**config.mk**
```make
export PLATFORM = sky130hd
export DESIGN_NAME = rsq_sequencer
export DESIGN_NICKNAME = d
export VERILOG_FILES = /design/src/logic/rsq_pkg.sv /design/src/logic/rsq_ref_div.sv /design/src/logic/rsq_sequencer.sv
export SDC_FILE = /design/constraint.sdc
export NUM_CORES = 1
export LEC_CHECK = 0
export BUFFER_PORTS_ARGS = -buffer_cell sky130_fd_sc_hd__clkbuf_2
export CORE_ASPECT_RATIO = 0.5
export CORE_UTILIZATION = 60
export CTS_CLUSTER_DIAMETER = 80
export DETAILED_ROUTE_END_ITERATION = 12
export PLACE_DENSITY = 0.79
export SLEW_MARGIN = 25
export SYNTH_ARGS = -nofsm -noshare
export SYNTH_HDL_FRONTEND = slang
export SYNTH_HIERARCHICAL = 1
export SYNTH_SLANG_ARGS = --single-unit
```
**constraint.sdc**
```tcl
create_clock -name clk_i -period 2.68 [get_ports clk_i]
set_input_delay 0.134 -clock clk_i [delete_from_list [all_inputs] [get_ports clk_i]]
set_output_delay 0.134 -clock clk_i [all_outputs]
set_load 0.01 [all_outputs]
```
**src/logic/rsq_pkg.sv**
```systemverilog
package rsq_pkg;
   // ************************************************************
   // timing figures, in sync clock periods unless noted
   // ************************************************************
   localparam int RSQ_IN_ASSERT_MIN = 32;
   localparam int RSQ_OUT_ASSERT_MIN = 512;
   localparam int RSQ_HARD_TO_SOFT_MIN = 16;
   localparam int RSQ_STRAP_SETUP_MIN = 4;
   localparam int RSQ_STRAP_REDRIVE_MIN = 1;
   localparam int RSQ_STRAP_OFF_NS = 4;
   localparam int RSQ_CLK_PERIOD_NS = 40;
   localparam int RSQ_PLL_LOCK_US = 100;
   localparam int RSQ_PLL_LOCK_CYC = RSQ_PLL_LOCK_US * 1000 / RSQ_CLK_PERIOD_NS;
   localparam int RSQ_CNT_W = 12;
   localparam int RSQ_SRC_W = 3;
   localparam logic [RSQ_SRC_W-1:0] RSQ_SRC_RST = 3'h0;
   localparam logic [RSQ_CNT_W-1:0] RSQ_CNT_ZERO = 12'h000;
   localparam logic [RSQ_CNT_W-1:0] RSQ_CNT_ONE = 12'h001;

   // ************************************************************
   // sequencer states
   // ************************************************************
   typedef enum logic [4:0]
   {
      RSQ_POR = 5'b00001,
      RSQ_LOCK = 5'b00010,
      RSQ_HARD = 5'b00100,
      RSQ_SOFT = 5'b01000,
      RSQ_RUN = 5'b10000
   } rsq_state_type;
endpackage

```
**src/logic/rsq_ref_div.sv**
```systemverilog
`timescale 1ns/1ps
// ************************************************************
// reference clock enable divider
// ************************************************************
module rsq_ref_div
   import rsq_pkg::*;
(
   input wire logic clk_i,
   input wire logic resetn_i,
   input wire logic div_sel_i,
   output logic tick_o
);
   typedef struct packed
   {
      logic phase;
      logic tick;
   } rsq_div_type;

   rsq_div_type st;
   rsq_div_type next_st;

   // divide by two when div_sel_i is set (divider strap and host mode), else every cycle
   always_comb
   begin
      next_st = st;
      if (div_sel_i)
      begin
         next_st.phase = ~st.phase;
         next_st.tick = st.phase;
      end
      else
      begin
         next_st.phase = 1'b0;
         next_st.tick = 1'b1;
      end
   end

   always_ff @(posedge clk_i or negedge resetn_i)
   begin
      if (!resetn_i)
         st <= '0;
      else
         st <= next_st;
   end

   assign tick_o = st.tick;
endmodule

```
**src/logic/rsq_sequencer.sv**
```systemverilog
`timescale 1ns/1ps
// Functional notes
// - drive both resets 512 periods; soft negates 16 periods after hard.
// - strap pins released within 4 ns of hard reset assertion.
// - strap pins redriven at least 1 sync period after hard negation.
// - configuration is three reset source bits, one divider bit and the host mode bit.
// - host mode: sync period follows the sampled divider strap.
// - agent mode: all reset timing counts sync clock periods.
// - wait for pll lock, within 100 us, before releasing resets.
// - primary clock from primary input in host, sync input in agent.
module rsq_sequencer
   import rsq_pkg::*;
#(
   parameter int PLL_LOCK_CYC = RSQ_PLL_LOCK_CYC
)
(
   input wire logic clk_i,
   input wire logic resetn_i,
   input wire logic host_mode_i,
   input wire logic power_on_reset_in_n_i,
   input wire logic hard_reset_line_i,
   input wire logic soft_reset_line_i,
   input wire logic pll_lock_i,
   input wire logic [RSQ_SRC_W-1:0] reset_source_strap_i,
   input wire logic clock_divider_strap_i,
   output logic hard_reset_line_o,
   output logic hard_reset_line_oe_o,
   output logic soft_reset_line_o,
   output logic soft_reset_line_oe_o,
   output logic strap_oe_o,
   output logic [RSQ_SRC_W-1:0] reset_source_o,
   output logic clock_divider_o,
   output logic ref_is_sync_o,
   output logic pll_fail_o
);
   // ************************************************************
   // state
   // ************************************************************
   typedef struct packed
   {
      rsq_state_type fsm;
      logic [1:0] por_s;
      logic [1:0] hard_s;
      logic [1:0] soft_s;
      logic [1:0] lock_s;
      logic [RSQ_SRC_W+1:0] cfg_s0;
      logic [RSQ_SRC_W+1:0] cfg_s1;
      logic [RSQ_CNT_W-1:0] cnt;
      logic [RSQ_CNT_W-1:0] in_cnt;
      logic [31:0] lock_cnt;
      logic [RSQ_SRC_W-1:0] src;
      logic div;
      logic host;
      logic hard_drv;
      logic soft_drv;
      logic strap_oe;
      logic fail;
      logic [9:0] hold;
      logic [4:0] gap;
   } rsq_seq_type;

   rsq_seq_type st;
   rsq_seq_type next_st;
   logic tick;
   logic por_low;
   logic ext_low;

   // sync period follows the divider strap in host mode only; in agent
   // mode the clock already is the sync clock, so every cycle counts
   rsq_ref_div u_div
   (
      .clk_i(clk_i),
      .resetn_i(resetn_i),
      .div_sel_i(st.div & st.host),
      .tick_o(tick)
   );

   // inputs are read only after the second synchroniser stage
   assign por_low = ~st.por_s[1];
   assign ext_low = ~st.hard_s[1] | ~st.soft_s[1];

   // ************************************************************
   // next state
   // ************************************************************
   always_comb
   begin
      next_st = st;
      next_st.por_s = {st.por_s[0], power_on_reset_in_n_i};
      next_st.hard_s = {st.hard_s[0], hard_reset_line_i};
      next_st.soft_s = {st.soft_s[0], soft_reset_line_i};
      next_st.lock_s = {st.lock_s[0], pll_lock_i};
      // strap and mode pins are asynchronous as well: two stages first
      next_st.cfg_s0 = {host_mode_i, clock_divider_strap_i, reset_source_strap_i};
      next_st.cfg_s1 = st.cfg_s0;
      // check helpers: ticks of hard hold, and ticks from hard to soft release
      if (!st.hard_drv)
         next_st.hold = '0;
      else if (tick && st.hold != '1)
         next_st.hold = st.hold + 10'h001;
      if (st.hard_drv)
         next_st.gap = '0;
      else if (tick && st.soft_drv && st.gap != '1)
         next_st.gap = st.gap + 5'h01;
      if (por_low)
      begin
         // straps are tracked while power-on reset is low, so the last
         // sample before negation is what stays; pins never go stale
         next_st.fsm = RSQ_POR;
         next_st.src = st.cfg_s1[RSQ_SRC_W-1:0];
         next_st.div = st.cfg_s1[RSQ_SRC_W];
         next_st.host = st.cfg_s1[RSQ_SRC_W+1];
         next_st.hard_drv = 1'b1;
         next_st.soft_drv = 1'b1;
         next_st.strap_oe = 1'b0;
         next_st.cnt = RSQ_CNT_ZERO;
         next_st.lock_cnt = '0;
      end
      else
      begin
         // external reset must stand 32 sync periods before it counts
         if (ext_low && st.fsm == RSQ_RUN)
         begin
            if (tick)
               next_st.in_cnt = st.in_cnt + RSQ_CNT_ONE;
            if (st.in_cnt >= RSQ_CNT_W'(RSQ_IN_ASSERT_MIN - 1) && tick)
            begin
               next_st.fsm = RSQ_HARD;
               next_st.hard_drv = 1'b1;
               next_st.soft_drv = 1'b1;
               next_st.strap_oe = 1'b0;
               next_st.cnt = RSQ_CNT_ZERO;
               next_st.in_cnt = RSQ_CNT_ZERO;
            end
         end
         else
            next_st.in_cnt = RSQ_CNT_ZERO;
         unique case (st.fsm)
            RSQ_POR:
            begin
               next_st.fsm = RSQ_LOCK;
            end
            RSQ_LOCK:
            begin
               // downstream resets stay held until the pll reports lock
               if (st.lock_s[1])
                  next_st.fsm = RSQ_HARD;
               else if (st.lock_cnt >= 32'(PLL_LOCK_CYC))
                  next_st.fail = 1'b1;
               else
                  next_st.lock_cnt = st.lock_cnt + 32'd1;
            end
            RSQ_HARD:
            begin
               if (tick)
                  next_st.cnt = st.cnt + RSQ_CNT_ONE;
               if (tick && st.cnt >= RSQ_CNT_W'(RSQ_OUT_ASSERT_MIN - 1))
               begin
                  next_st.fsm = RSQ_SOFT;
                  next_st.hard_drv = 1'b0;
                  next_st.cnt = RSQ_CNT_ZERO;
               end
            end
            RSQ_SOFT:
            begin
               if (tick)
                  next_st.cnt = st.cnt + RSQ_CNT_ONE;
               // straps come back one sync period after hard negation
               if (tick && st.cnt == RSQ_CNT_W'(RSQ_STRAP_REDRIVE_MIN - 1))
                  next_st.strap_oe = 1'b1;
               if (tick && st.cnt >= RSQ_CNT_W'(RSQ_HARD_TO_SOFT_MIN - 1))
               begin
                  next_st.fsm = RSQ_RUN;
                  next_st.soft_drv = 1'b0;
                  next_st.cnt = RSQ_CNT_ZERO;
               end
            end
            RSQ_RUN:
            begin
               next_st.cnt = RSQ_CNT_ZERO;
            end
            default:
            begin
               next_st.fsm = RSQ_POR;
            end
         endcase
      end
   end

   // ************************************************************
   // registers
   // ************************************************************
   always_ff @(posedge clk_i or negedge resetn_i)
   begin
      if (!resetn_i)
      begin
         st <= '0;
         st.fsm <= RSQ_POR;
         st.hard_drv <= 1'b1;
         st.soft_drv <= 1'b1;
         st.src <= RSQ_SRC_RST;
      end
      else
         st <= next_st;
   end

   // reset lines are open drain: drive low only, enable while asserting
   assign hard_reset_line_o = 1'b0;
   assign soft_reset_line_o = 1'b0;
   assign hard_reset_line_oe_o = st.hard_drv;
   assign soft_reset_line_oe_o = st.soft_drv;
   assign strap_oe_o = st.strap_oe;
   assign reset_source_o = st.src;
   assign clock_divider_o = st.div;
   assign ref_is_sync_o = ~st.host;
   assign pll_fail_o = st.fail;

   // ************************************************************
   // checks
   // ************************************************************
   hard_hold_a: assert property (@(posedge clk_i) disable iff (!resetn_i)
      $fell(st.hard_drv) |-> $past(st.hold) >= 10'(RSQ_OUT_ASSERT_MIN - 1))
      else $error("hard reset released too early");

   // the lag counter is independent of the sequencer count, so a short
   // soft phase in any divider setting shows up here
   soft_after_a: assert property (@(posedge clk_i) disable iff (!resetn_i)
      $fell(st.soft_drv) |-> st.gap >= 5'(RSQ_HARD_TO_SOFT_MIN))
      else $error("soft reset released too soon after hard");

   strap_off_a: assert property (@(posedge clk_i) disable iff (!resetn_i)
      (st.fsm == RSQ_HARD) |-> !st.strap_oe)
      else $error("straps driven during hard reset");

   strap_on_a: assert property (@(posedge clk_i) disable iff (!resetn_i)
      $fell(st.hard_drv) |-> !st.strap_oe)
      else $error("straps redriven with hard negation");

   strap_hold_a: assert property (@(posedge clk_i) disable iff (!resetn_i)
      (st.fsm != RSQ_POR && $past(st.fsm) != RSQ_POR) |-> $stable(st.src) && $stable(st.div))
      else $error("captured straps changed");

   lock_wait_a: assert property (@(posedge clk_i) disable iff (!resetn_i)
      (st.fsm == RSQ_LOCK && !st.lock_s[1]) |=> st.fsm != RSQ_HARD)
      else $error("left lock wait without lock");

   ext_min_a: assert property (@(posedge clk_i) disable iff (!resetn_i)
      ($past(st.fsm) == RSQ_RUN && st.fsm == RSQ_HARD)
         |-> $past(st.in_cnt) >= RSQ_CNT_W'(RSQ_IN_ASSERT_MIN - 1))
      else $error("external reset taken too short");

   // tick leaves reset low, so the check looks one edge after the select
   div_ref_a: assert property (@(posedge clk_i) disable iff (!resetn_i)
      !(st.div && st.host) |=> tick)
      else $error("reference tick missing");

   div_half_a: assert property (@(posedge clk_i) disable iff (!resetn_i)
      (st.div && st.host && tick) |=> !tick)
      else $error("divided tick not halved");
endmodule

```
## After elaboration in Yosys (flattened, before gate mapping)

Cells that the tools add are included.

- Flip-flop bits (word level): 90
- Bits of input ports: 11
- Output and inout bits: 11
- Word-level logic and storage cells: 80

- Add/sub/neg operators: 3
- Magnitude comparators: 4
- Equal/unequal tests: 9
- Muxes and demuxes: 29
- Bitwise operators: 7
- Reductions and logical operators: 9

Operators with widths:

| operator | number |
|---|---|
| two-way mux 32 bit | 4 |
| two-way mux 12 bit | 7 |
| case mux 12 bit (3 select lines) | 1 |
| adder 32 x 1 -> 32 bit (second input constant) | 1 |
| >= comparator 32 x 12 -> 1 bit (second input constant) | 1 |
| two-way mux 5 bit | 6 |
| case mux 5 bit (5 select lines) | 1 |
| adder 12 x 1 -> 12 bit (second input constant) | 2 |
| two-way mux 24 bit | 1 |
| >= comparator 12 x 4 -> 1 bit (second input constant) | 1 |
| >= comparator 12 x 5 -> 1 bit (second input constant) | 1 |
| >= comparator 12 x 9 -> 1 bit (second input constant) | 1 |
| zero test 12 bit | 1 |
| two-way mux 3 bit | 3 |
| equality test 5 x 1 -> 1 bit (second input constant) | 1 |
| equality test 5 x 2 -> 1 bit (second input constant) | 1 |
| equality test 5 x 3 -> 1 bit (second input constant) | 1 |
| equality test 5 x 4 -> 1 bit (second input constant) | 1 |
| equality test 5 bit (second input constant) | 1 |
| logical AND 1 bit | 5 |
| NOT 1 bit | 5 |
| two-way mux 1 bit | 4 |
| two-way mux 2 bit | 2 |
| inequality test 2 bit (second input constant) | 2 |
| 7 further kinds | 7 |

## Longest topological paths before layout

Gate-level depths: netlist of the first run.

- Depth in word-level cells: 8
- Gate-level depth with buffers: 7
- Depth with buffers taken out: 6

## Cells and area by module

Netlist of the first run, hierarchy kept.

By module, submodules not included:

| module | instances | cells an instance | area an instance (µm²) | sequential area each (µm²) |
|---|---|---|---|---|
| rsq_sequencer | 1 | 358 | 3832.4 | 2205.9 |
| rsq_ref_div | 1 | 4 | 62.6 | 50.0 |

## Worst setup path before layout of the first run

OpenSTA, ideal clock, no wires.

- Path type: register to register
- From: register st[100] in the netlist's numbering
- To: register st[32] in the netlist's numbering
- Library setup time: 0.078 ns
- Data arrival time: 1.827 ns
- Required time: 2.602 ns
- Path slack: 0.775 ns
- Cell stages (with the launch flop): 7
- Path buffers: 1
- Period minus slack after synthesis: 1.905 ns
- Cells stage by stage: dfrtp_1 -> buf_6 -> or2_4 -> nor4_4 -> nand4_2 -> or4_1 -> a21oi_1

- Cells in the longest elaborated chain, start to end: 3

Ends and longest elaborated chain:

| what | line | text |
|---|---|---|
| start, declared | rsq_sequencer.sv:62 | `rsq_seq_type st;` |
| start signal, assigned | rsq_sequencer.sv:203 | `st <= next_st;` |
| equality test 5 x 2 -> 1 bit | rsq_sequencer.sv:137 | `unique case (st.fsm)` |
| inequality test 2 x 1 -> 1 bit (no line) | n/a |  |
| AND reduction 3 bit (no line) | n/a |  |

No other way between the ends.
A chain may end at the register's enable or synchronous reset.

## Worst setup path after layout of the first run

- From: register st[28] in the netlist's numbering
- To: register st[32] in the netlist's numbering

- Cells in the longest elaborated chain, start to end: 5
- Elaborated cells on any way between the ends: 8
- Classes of those cells: add/sub: 1; order compare: 1; eq/ne: 1; mux: 4; reduce/logical: 1

Ends and longest elaborated chain:

| what | line | text |
|---|---|---|
| adder 32 x 1 -> 32 bit | rsq_sequencer.sv:150 | `next_st.lock_cnt = st.lock_cnt + 32'd1;` |
| two-way mux 32 bit | rsq_sequencer.sv:147 | `else if (st.lock_cnt >= 32'(PLL_LOCK_CYC))` |
| two-way mux 32 bit | rsq_sequencer.sv:145 | `if (st.lock_s[1])` |
| two-way mux 32 bit | rsq_sequencer.sv:137 |  |
| two-way mux 32 bit | rsq_sequencer.sv:104 | `if (por_low)` |

Several ways; a longest one is shown, not always the timed one. The select of a mux whose other input is x is not followed.

==> results of run 1 <==
## cells by family after synthesis
kind of cell,share of synthesized area (%)
and+or+nand+nor,22.04
adders and majority gates,1.606
muxes,2.473
other,0.09628
buffers and inverters,3.919
AOI/OAI and AO/OA,8.577
DFF,57.92
xor gates and xnor gates,3.373
## how the worst max path moves through the flow
stage                             startpoint                 end  slack (ns)  cells past startpoint
after CTS                 st[28]$_DFFE_PN0P_  st[32]$_DFFE_PN0P_        0.43                      5
after global routing      st[28]$_DFFE_PN0P_  st[32]$_DFFE_PN0P_        0.31                      5
after global placement      st[68]$_DFF_PN0_    st[78]$_DFF_PN0_        0.67                      7
after detailed placement  st[28]$_DFFE_PN0P_  st[32]$_DFFE_PN0P_        0.53                      5
final                     st[28]$_DFFE_PN0P_  st[32]$_DFFE_PN0P_        0.41                      5
after floorplan            st[100]$_DFF_PN0_  st[32]$_DFFE_PN0P_        0.78                      6
## power by group through the flow
stage / clock (uW) / sequential (uW) / combinational [uW]
floorplan: 0 / 1430 / 100
global placement: 0 / 1440 / 131
detailed placement: 0 / 1440 / 136
CTS: 1360 / 1420 / 147
global route: 1420 / 1420 / 168
finish: 1340 / 1420 / 147
## sequential cells by signal, indices dropped and copies added (netlist names)
register,cells
clock_divider_o,1
hard_reset_line_oe_o,1
next_st,9
pll_fail_o,1
reset_source_o,3
soft_reset_line_oe_o,1
st,71
strap_oe_o,1
u_div/st,1
u_div/tick_o,1
## layer usage
metal  global-route usage [%]  part of all wire [%]  vias to the layer above
li1                         -                     -                     1313
met1                    32.39                    48                     1300
met2                    38.27                    46                       60
met3                    7.566                   4.4                       13
met4                    9.158                   1.5                        0
met5                        0                     0                        -
## through the flow
step	setup WS [ns]	instance area, um2	util, %	power [uW]
floorplan	0.7753	3899	-	1528
global placement	0.6670	4036	65.57	1573
detailed placement	0.5275	4036	65.57	1581
CTS	0.4315	4448	72.26	2930
global route	0.3101	4462	72.48	3016
finish	0.4123	4462	72.48	2905
## layout make-up
| type | count | share of cell area (%) |
|---|---|---|
| Multi-Input combinational cell | 240 | 33.40 |
| Clock buffer | 11 | 5.440 |
| Sequential cell | 90 | 50.56 |
| Inverter | 14 | 1.178 |
| Clock inverter | 5 | 1.767 |
| Timing Repair Buffer | 33 | 5.188 |
| Tap cell | 88 | 2.468 |
## cell usage after synthesis, drive strengths merged, types with 9 or more instances
| cell | count | area share, % |
|---|---|---|
| nor3 | 11 | 1.4 |
| nand3 | 11 | 1.5 |
| o21ai | 12 | 1.5 |
| nor4 | 10 | 2.0 |
| inv | 14 | 1.3 |
| nand4 | 11 | 1.9 |
| nand2 | 24 | 2.3 |
| a21oi | 16 | 2.1 |
| nor2 | 34 | 3.3 |
| dfrtp | 87 | 56 |
| and2 | 22 | 3.5 |
| xor2 | 11 | 2.5 |
| clkbuf | 10 | 0.96 |
| buf | 9 | 1.6 |
==> impl_metrics.json, run 1 <==
{
  "crit_fanout": 19,
  "numPortBuffers": 19,
  "avgViaCountPerCell": 5.584,
  "maxSlewHeadroom_pct": 48.19,
  "postCtsSetupRepairBufs": 0,
  "cap_violations": 0,
  "drtAntennaViolNets": 0,
  "io_pins": 22,
  "yosysWarnings": 6,
  "grt_pass1_vias": 2622,
  "vias": 2686,
  "ys_types": 52,
  "antenna_found_initial": 0,
  "n_antenna_cell": 0,
  "track_usage_pct": 24.34,
  "num-fill-cells": 446,
  "clkLatencyLatePin_ns": 0.34,
  "hold_ws_ns": 0.3494,
  "regToRegSetupSlack_ns": 0.41,
  "critPathTopFamily": "simple AND/OR/NAND/NOR gates",
  "max_freq_mhz": 441.0,
  "ys.flop_type": "dfrtp_1",
  "crit_path_end_kind": "register",
  "min_from": "next_st[95]$_DFF_PN0_",
  "critPathArrivalTime_ns": 2.53,
  "power_density_mw_per_mm2": 651.1,
  "rows": 20,
  "power.leakage_uw": 0.002025,
  "maxSlewViolCount": 0,
  "p_int_uw": 2290,
  "grt_pass1_wl_mm": 12.33,
  "hpwl_mm": 4.421,
  "grt_overflow": 0,
  "crit_buf_inv": 0,
  "tightest_slew_ns": 0.7772,
  "core_mm2": 0.006156,
  "root_buffer": "clkbuf_16",
  "die-area_mm2": 0.006837,
  "seqPwrFrac_pct": 48.9,
  "cts_resized": 0,
  "ir_drop_uv": 508.8,
  "status": "complete, no violations",
  "syn_avg_cell_area_um2": 10.76,
  "final_cells": 481,
  "power_frac_comb_pct": 5.1,
  "htree_levels": 3,
  "multi_input_area_mm2": 0.001490,
  "synth_cells": 362,
  "switching_share_pct": 21.18,
  "die_w_um": 115.9,
  "hold_depth": 0,
  "final_cell_mix": "dfrtp_1, nor2_1, nand2_1",
  "ys_async_sr_fraction_pct": 100.0,
  "hold_end": "st[95]$_DFF_PN0_",
  "min_path_type": "register to register",
  "syn_to_final_growth_pct": 14.55,
  "drive_gt1_share_pct": 12.98,
  "finClkSkew_ns": 0.006938,
  "cts_tree": "yes",
  "seq_area_mm2": 0.002256,
  "grt_max_degree": 91,
  "nets": 404,
  "min_period_ns": 2.268,
  "setup-violations-final": 0,
  "drcViolationCount": 0,
  "clk_pin_slew_ns": 0.06,
  "r2r-start": "st[28]$_DFFE_PN0P_",
  "yosysSeqAreaShare_pct": 57.92,
  "clkSinkCount": 90,
  "ff2ff_path_depth": 5,
  "ys_ff_latch": 90,
  "start_util_pct": 63.27,
  "p_switching_uw": 615.2,
  "dr.first_iter.drc_count": 226,
  "place_congestion": 0.8281,
  "hold_buffers": 9,
  "layout_commonest_cell": "dfrtp_1",
  "criticalPathCategory": "register to register",
  "rsz0062_at_grt": "no",
  "slowest_delay_ns": 0.56,
  "wl_per_cell_um": 14.78,
  "worstSetupStartpointType": "register",
  "first_pass_iters": 4,
  "final_hold_viol_count": 0,
  "rr_endpoint": "st[32]$_DFFE_PN0P_",
  "routed_wl_mm": 7.111,
  "fin_crit_sh_pct": 84.62,
  "required_ns": 2.94,
  "tns_ns": 0,
  "fp.dieH_um": 58.97,
  "syn_area_mm2": 0.003895,
  "cpMaxStageDelayCell": "or4_1",
  "synth_edf_count": 0,
  "path_cells": "nor4_1, o211ai_1, a211o_1, or4_1, a21oi_1",
  "clockPowerShare_pct": 46.0,
  "clockBufferDepth": 2,
  "dp_cells": 455,
  "cts_buffers": 9
}
Note: power is estimated with default switching activity, not from simulation.
==> run 2: changes to the inputs <==
==> constraint.sdc (replaced) <==
create_clock -name clk_i -period 2.2 [get_ports clk_i]
set_input_delay 0.11 -clock clk_i [delete_from_list [all_inputs] [get_ports clk_i]]
set_output_delay 0.11 -clock clk_i [all_outputs]
set_load 0.01 [all_outputs]
==> impl_metrics.json, run 2 (same netlist as run 1, synthesis figures left out) <==
{
  "status": "complete, no violations",
  "min_path_type": "input pin to asynchronous set/reset pin",
  "tightest_slew_ns": 0.6196,
  "dp_cells": 458,
  "criticalPathCategory": "register to register",
  "clockBufferDepth": 2,
  "io_pins": 22,
  "met1_length_mm": 3.438,
  "first_pass_iters": 5,
  "grt_pass1_wl_mm": 12.63,
  "drcViolationCount": 0,
  "dr.first_iter.drc_count": 247,
  "clkSinkCount": 90,
  "met2_length_mm": 3.876,
  "final_cell_mix": "dfrtp_1, nor2_1, nand2_1",
  "critPathArrivalTime_ns": 2.43,
  "ir_drop_uv": 597.3,
  "grt_max_degree": 46,
  "cts_tree": "yes",
  "fin_crit_sh_pct": 99.13,
  "utilization_pct": 73.17,
  "syn_to_final_growth_pct": 15.64,
  "numPortBuffers": 19,
  "tns_ns": 0,
  "cpMaxStageDelayCell": "or4_1",
  "final_hold_viol_count": 0,
  "required_ns": 2.45,
  "root_buffer": "clkbuf_16",
  "setup-violations-final": 0,
  "wl_met3_um": 265,
  "largest-register": "st",
  "die_w_um": 115.9,
  "hold_ws_ns": 0.3263,
  "crit_buf_inv": 0,
  "layout_commonest_cell": "dfrtp_1",
  "cap_violations": 0,
  "slowest_delay_ns": 0.50,
  "grt_pass1_vias": 2680,
  "rr_endpoint": "st[32]$_DFFE_PN0P_",
  "ff2ff_path_depth": 5,
  "wl_per_cell_um": 15.81,
  "power.leakage_uw": 0.002031,
  "hpwl_mm": 4.922,
  "maxSlewHeadroom_pct": 58.54,
  "final_cells": 484,
  "vias": 2749,
  "grt_overflow": 0,
  "largest_reg_flops": 71,
  "avgViaCountPerCell": 5.680,
  "finClkSkew_ns": 0.008555,
  "maxSlewViolCount": 0,
  "antenna_found_initial": 0,
  "start_util_pct": 63.27,
  "core_mm2": 0.006156,
  "critPathTopFamily": "simple AND/OR/NAND/NOR gates",
  "min_period_ns": 2.181,
  "nets": 407,
  "cts_buffers": 9,
  "power_uw": 3479,
  "r2r-start": "st[28]$_DFFE_PN0P_",
  "htree_levels": 3,
  "max_freq_mhz": 458.5,
  "rows": 20,
  "track_usage_pct": 24.79,
  "power_density_mw_per_mm2": 772.3,
  "crit_path_end_kind": "register",
  "drtAntennaViolNets": 0,
  "crit_fanout": 19,
  "regToRegSetupSlack_ns": 0.02,
  "worstSetupStartpointType": "register",
  "drive_gt1_share_pct": 14.65,
  "dr.max_layer_used": "met4",
  "fp.dieH_um": 58.97,
  "clk_pin_slew_ns": 0.07,
  "n_antenna_cell": 0,
  "clkLatencyLatePin_ns": 0.34,
  "path_cells": "nor4_2, o211ai_1, a211o_4, or4_1, a21oi_1",
  "die-area_mm2": 0.006837,
  "place_congestion": 0.8020,
  "routed_wl_mm": 7.652
}
[run 2: changes by cell type in the layout (fill, tap and decap cells not counted), moves of 2 or more]
cell / change
nor4_2: +2
nor4_1: -2
buf_4: +3
clkinv_2: -2
[run 2: worst max path at each step]
stage,from,endpoint,slack [ns],depth (start not counted)
after floorplan,st[100]$_DFF_PN0_,st[32]$_DFFE_PN0P_,0.30,6
after global placement,st[28]$_DFFE_PN0P_,st[32]$_DFFE_PN0P_,0.21,5
after detailed placement,st[28]$_DFFE_PN0P_,st[32]$_DFFE_PN0P_,0.06,5
after CTS,st[28]$_DFFE_PN0P_,st[34]$_DFFE_PN0P_,0.03,5
after global routing,st[28]$_DFFE_PN0P_,st[32]$_DFFE_PN0P_,-0.04,5
final,st[28]$_DFFE_PN0P_,st[32]$_DFFE_PN0P_,0.02,5
[run 2: what timing repair did]
action	CTS	global route
setup endpoints to repair	2	15
buffers inserted	0	0
endpoints found under the hold margin	51	0
gates resized for setup	1	4
hold buffers	10	0
[run 2: cell type report]
| cell class | count | area (um2) |
|---|---|---|
| repair buffers | 36 | 262.8 |
| clock buffers | 10 | 229.0 |
| fillers | 422 | 1652 |
| multi-input cells | 240 | 1519 |
| flip-flops and latches | 90 | 2256 |
| clock inverters | 6 | 75.07 |
| inverters | 14 | 52.55 |
| well taps | 88 | 110.1 |
[run 2: per-stage QoR]
stage	setup slack (ns)	cell area [um2]
finish	0.01921	4504
global route	-0.04348	4504
floorplan	0.2953	3899
CTS	0.03433	4477
detailed placement	0.05766	4071
global placement	0.2055	4071
[run 2: power by group]
part / switching, uW / internal [uW]
clock: 656 / 897
sequential: 33.6 / 1700
combinational: 117 / 78.5
total: 807 / 2670
[run 2: routing by layer]
metal,vias to the layer above,GRT usage (%)
met3,10,6.544
li1,1322,-
met1,1353,31.88
met2,64,41.58
met4,0,8.608
met5,-,0
==> run 3: changes to the inputs <==
--- a/config.mk
+++ b/config.mk
@@ -6,7 +6,7 @@
 export NUM_CORES = 1
 export LEC_CHECK = 0
 export BUFFER_PORTS_ARGS = -buffer_cell sky130_fd_sc_hd__clkbuf_2
-export CORE_ASPECT_RATIO = 0.5
+export CORE_ASPECT_RATIO = 0.8
 export CORE_UTILIZATION = 60
 export CTS_CLUSTER_DIAMETER = 80
 export DETAILED_ROUTE_END_ITERATION = 12
==> impl_metrics.json, run 3 (same netlist as run 1, synthesis figures left out) <==
{
  "worstSetupStartpointType": "register",
  "power_density_mw_per_mm2": 688.3,
  "numPortBuffers": 19,
  "critPathTopFamily": "simple AND/OR/NAND/NOR gates",
  "status": "complete, no violations",
  "max_freq_mhz": 481.6,
  "path_cells": "nor4_2, o211ai_1, a211o_4, or4_1, a21oi_1",
  "cts_buffers": 9,
  "final_hold_viol_count": 0,
  "required_ns": 2.50,
  "rsz0062_at_grt": "no",
  "n_antenna_cell": 0,
  "root_buffer": "clkbuf_8",
  "nets": 411,
  "tightest_slew_ns": 0.6163,
  "largest_reg_flops": 71,
  "die_w_um": 92.08,
  "criticalPathCategory": "register to register",
  "slowest_delay_ns": 0.48,
  "maxSlewViolCount": 0,
  "core_mm2": 0.006100,
  "syn_to_final_growth_pct": 13.30,
  "fin_crit_sh_pct": 94.39,
  "setup-violations-final": 0,
  "grt_pass1_wl_mm": 12.11,
  "rows": 25,
  "final_cells": 481,
  "critPathArrivalTime_ns": 2.37,
  "clockBufferDepth": 2,
  "power_uw": 3037,
  "finClkSkew_ns": 0.006514,
  "multi_input_area_mm2": 0.001505,
  "routed_wl_mm": 7.151,
  "ir_drop_uv": 531.1,
  "maxSlewHeadroom_pct": 58.76,
  "antenna_found_initial": 0,
  "drcViolationCount": 0,
  "tns_ns": 0,
  "dr.first_iter.drc_count": 153,
  "min_period_ns": 2.077,
  "crit_start": "st[28]$_DFFE_PN0P_",
  "power.leakage_uw": 0.002010,
  "drive_gt1_share_pct": 15.25,
  "start_util_pct": 63.86,
  "htree_levels": 3,
  "clkSinkCount": 90,
  "place_congestion": 0.8428,
  "clkLatencyLatePin_ns": 0.37,
  "die-area_mm2": 0.006820,
  "vias": 2716,
  "grt_max_degree": 48,
  "crit_buf_inv": 0,
  "track_usage_pct": 23.71,
  "min_path_type": "input pin to asynchronous set/reset pin",
  "grt_pass1_vias": 2632,
  "rr_endpoint": "st[31]$_DFFE_PN0P_",
  "hpwl_mm": 4.509,
  "crit_path_end_kind": "register",
  "grt_overflow": 0,
  "fp.dieH_um": 74.07,
  "io_pins": 22,
  "num-fill-cells": 445,
  "seq_area_mm2": 0.002256,
  "clk_pin_slew_ns": 0.10,
  "cap_violations": 0,
  "cpMaxStageDelayCell": "or4_1",
  "crit_fanout": 19,
  "cts_tree": "yes",
  "regToRegSetupSlack_ns": 0.12,
  "largest-register": "st",
  "dp_cells": 455,
  "final_cell_mix": "dfrtp_1, nor2_1, nand2_1",
  "layout_commonest_cell": "dfrtp_1",
  "avgViaCountPerCell": 5.647,
  "r2r-start": "st[28]$_DFFE_PN0P_",
  "drtAntennaViolNets": 0,
  "first_pass_iters": 4,
  "ff2ff_path_depth": 5,
  "wl_per_cell_um": 14.87
}
run 3: changes by cell type in the layout (fill, tap and decap cells not counted), sizes merged:
cell,previous run,this run
buf,8,12
clkinv,2,4
bufinv,1,0
clkbuf,28,27
clkinvlp,1,0
inv,16,17
run 3: metrics by stage:
stage	area [um2]	hold WS (ns)	setup slack [ns]	utilization [%]
floorplan	3899	-0.1856	0.2953	-
global placement	4093	0.1401	0.1892	67.10
CTS	4398	0.2772	0.0007701	72.10
detailed placement	4093	0.1417	0.05351	67.10
global route	4413	0.3091	0.02525	72.35
finish	4413	0.2645	0.1235	72.35
run 3: timing repair:
action                                 in CTS  in global routing
endpoints found under the hold margin      49                  0
hold buffers                               10                  0
setup buffers                               0                  0
setup endpoints to repair                   0                  8
resized for setup                           0                  3
run 3: area by class of cell:
cell class | instances | area share [%]
Sequential cell | 90 | 51.12
Multi-Input combinational cell | 240 | 34.11
Timing Repair Buffer | 40 | 6.635
Clock buffer | 9 | 2.807
Tap cell | 81 | 2.297
Clock inverter | 7 | 1.843
Inverter | 14 | 1.191
run 3: metal layers:
layer	track usage (%)	vias to the layer above	share of wire (%)
li1	-	1324	-
met1	32.25	1313	48
met2	36.65	67	46
met3	7.975	12	4.7
met4	7.813	0	1.7
met5	0	-	0
run 3: power by group:
part / switching [uW] / internal [uW] / total [uW]
sequential: 35.5 / 1690 / 1730
combinational: 121 / 78.4 / 200
clock: 655 / 452 / 1110
total: 812 / 2230 / 3040
run 3: worst max path at each step:
stage | cells past startpoint | slack, ns | endpoint
after global placement | 5 | 0.19 | st[32]$_DFFE_PN0P_
after global routing | 5 | 0.03 | st[31]$_DFFE_PN0P_
final | 5 | 0.12 | st[31]$_DFFE_PN0P_
after CTS | 5 | 0.0008 | st[31]$_DFFE_PN0P_
after floorplan | 6 | 0.30 | st[32]$_DFFE_PN0P_
after detailed placement | 5 | 0.05 | st[31]$_DFFE_PN0P_
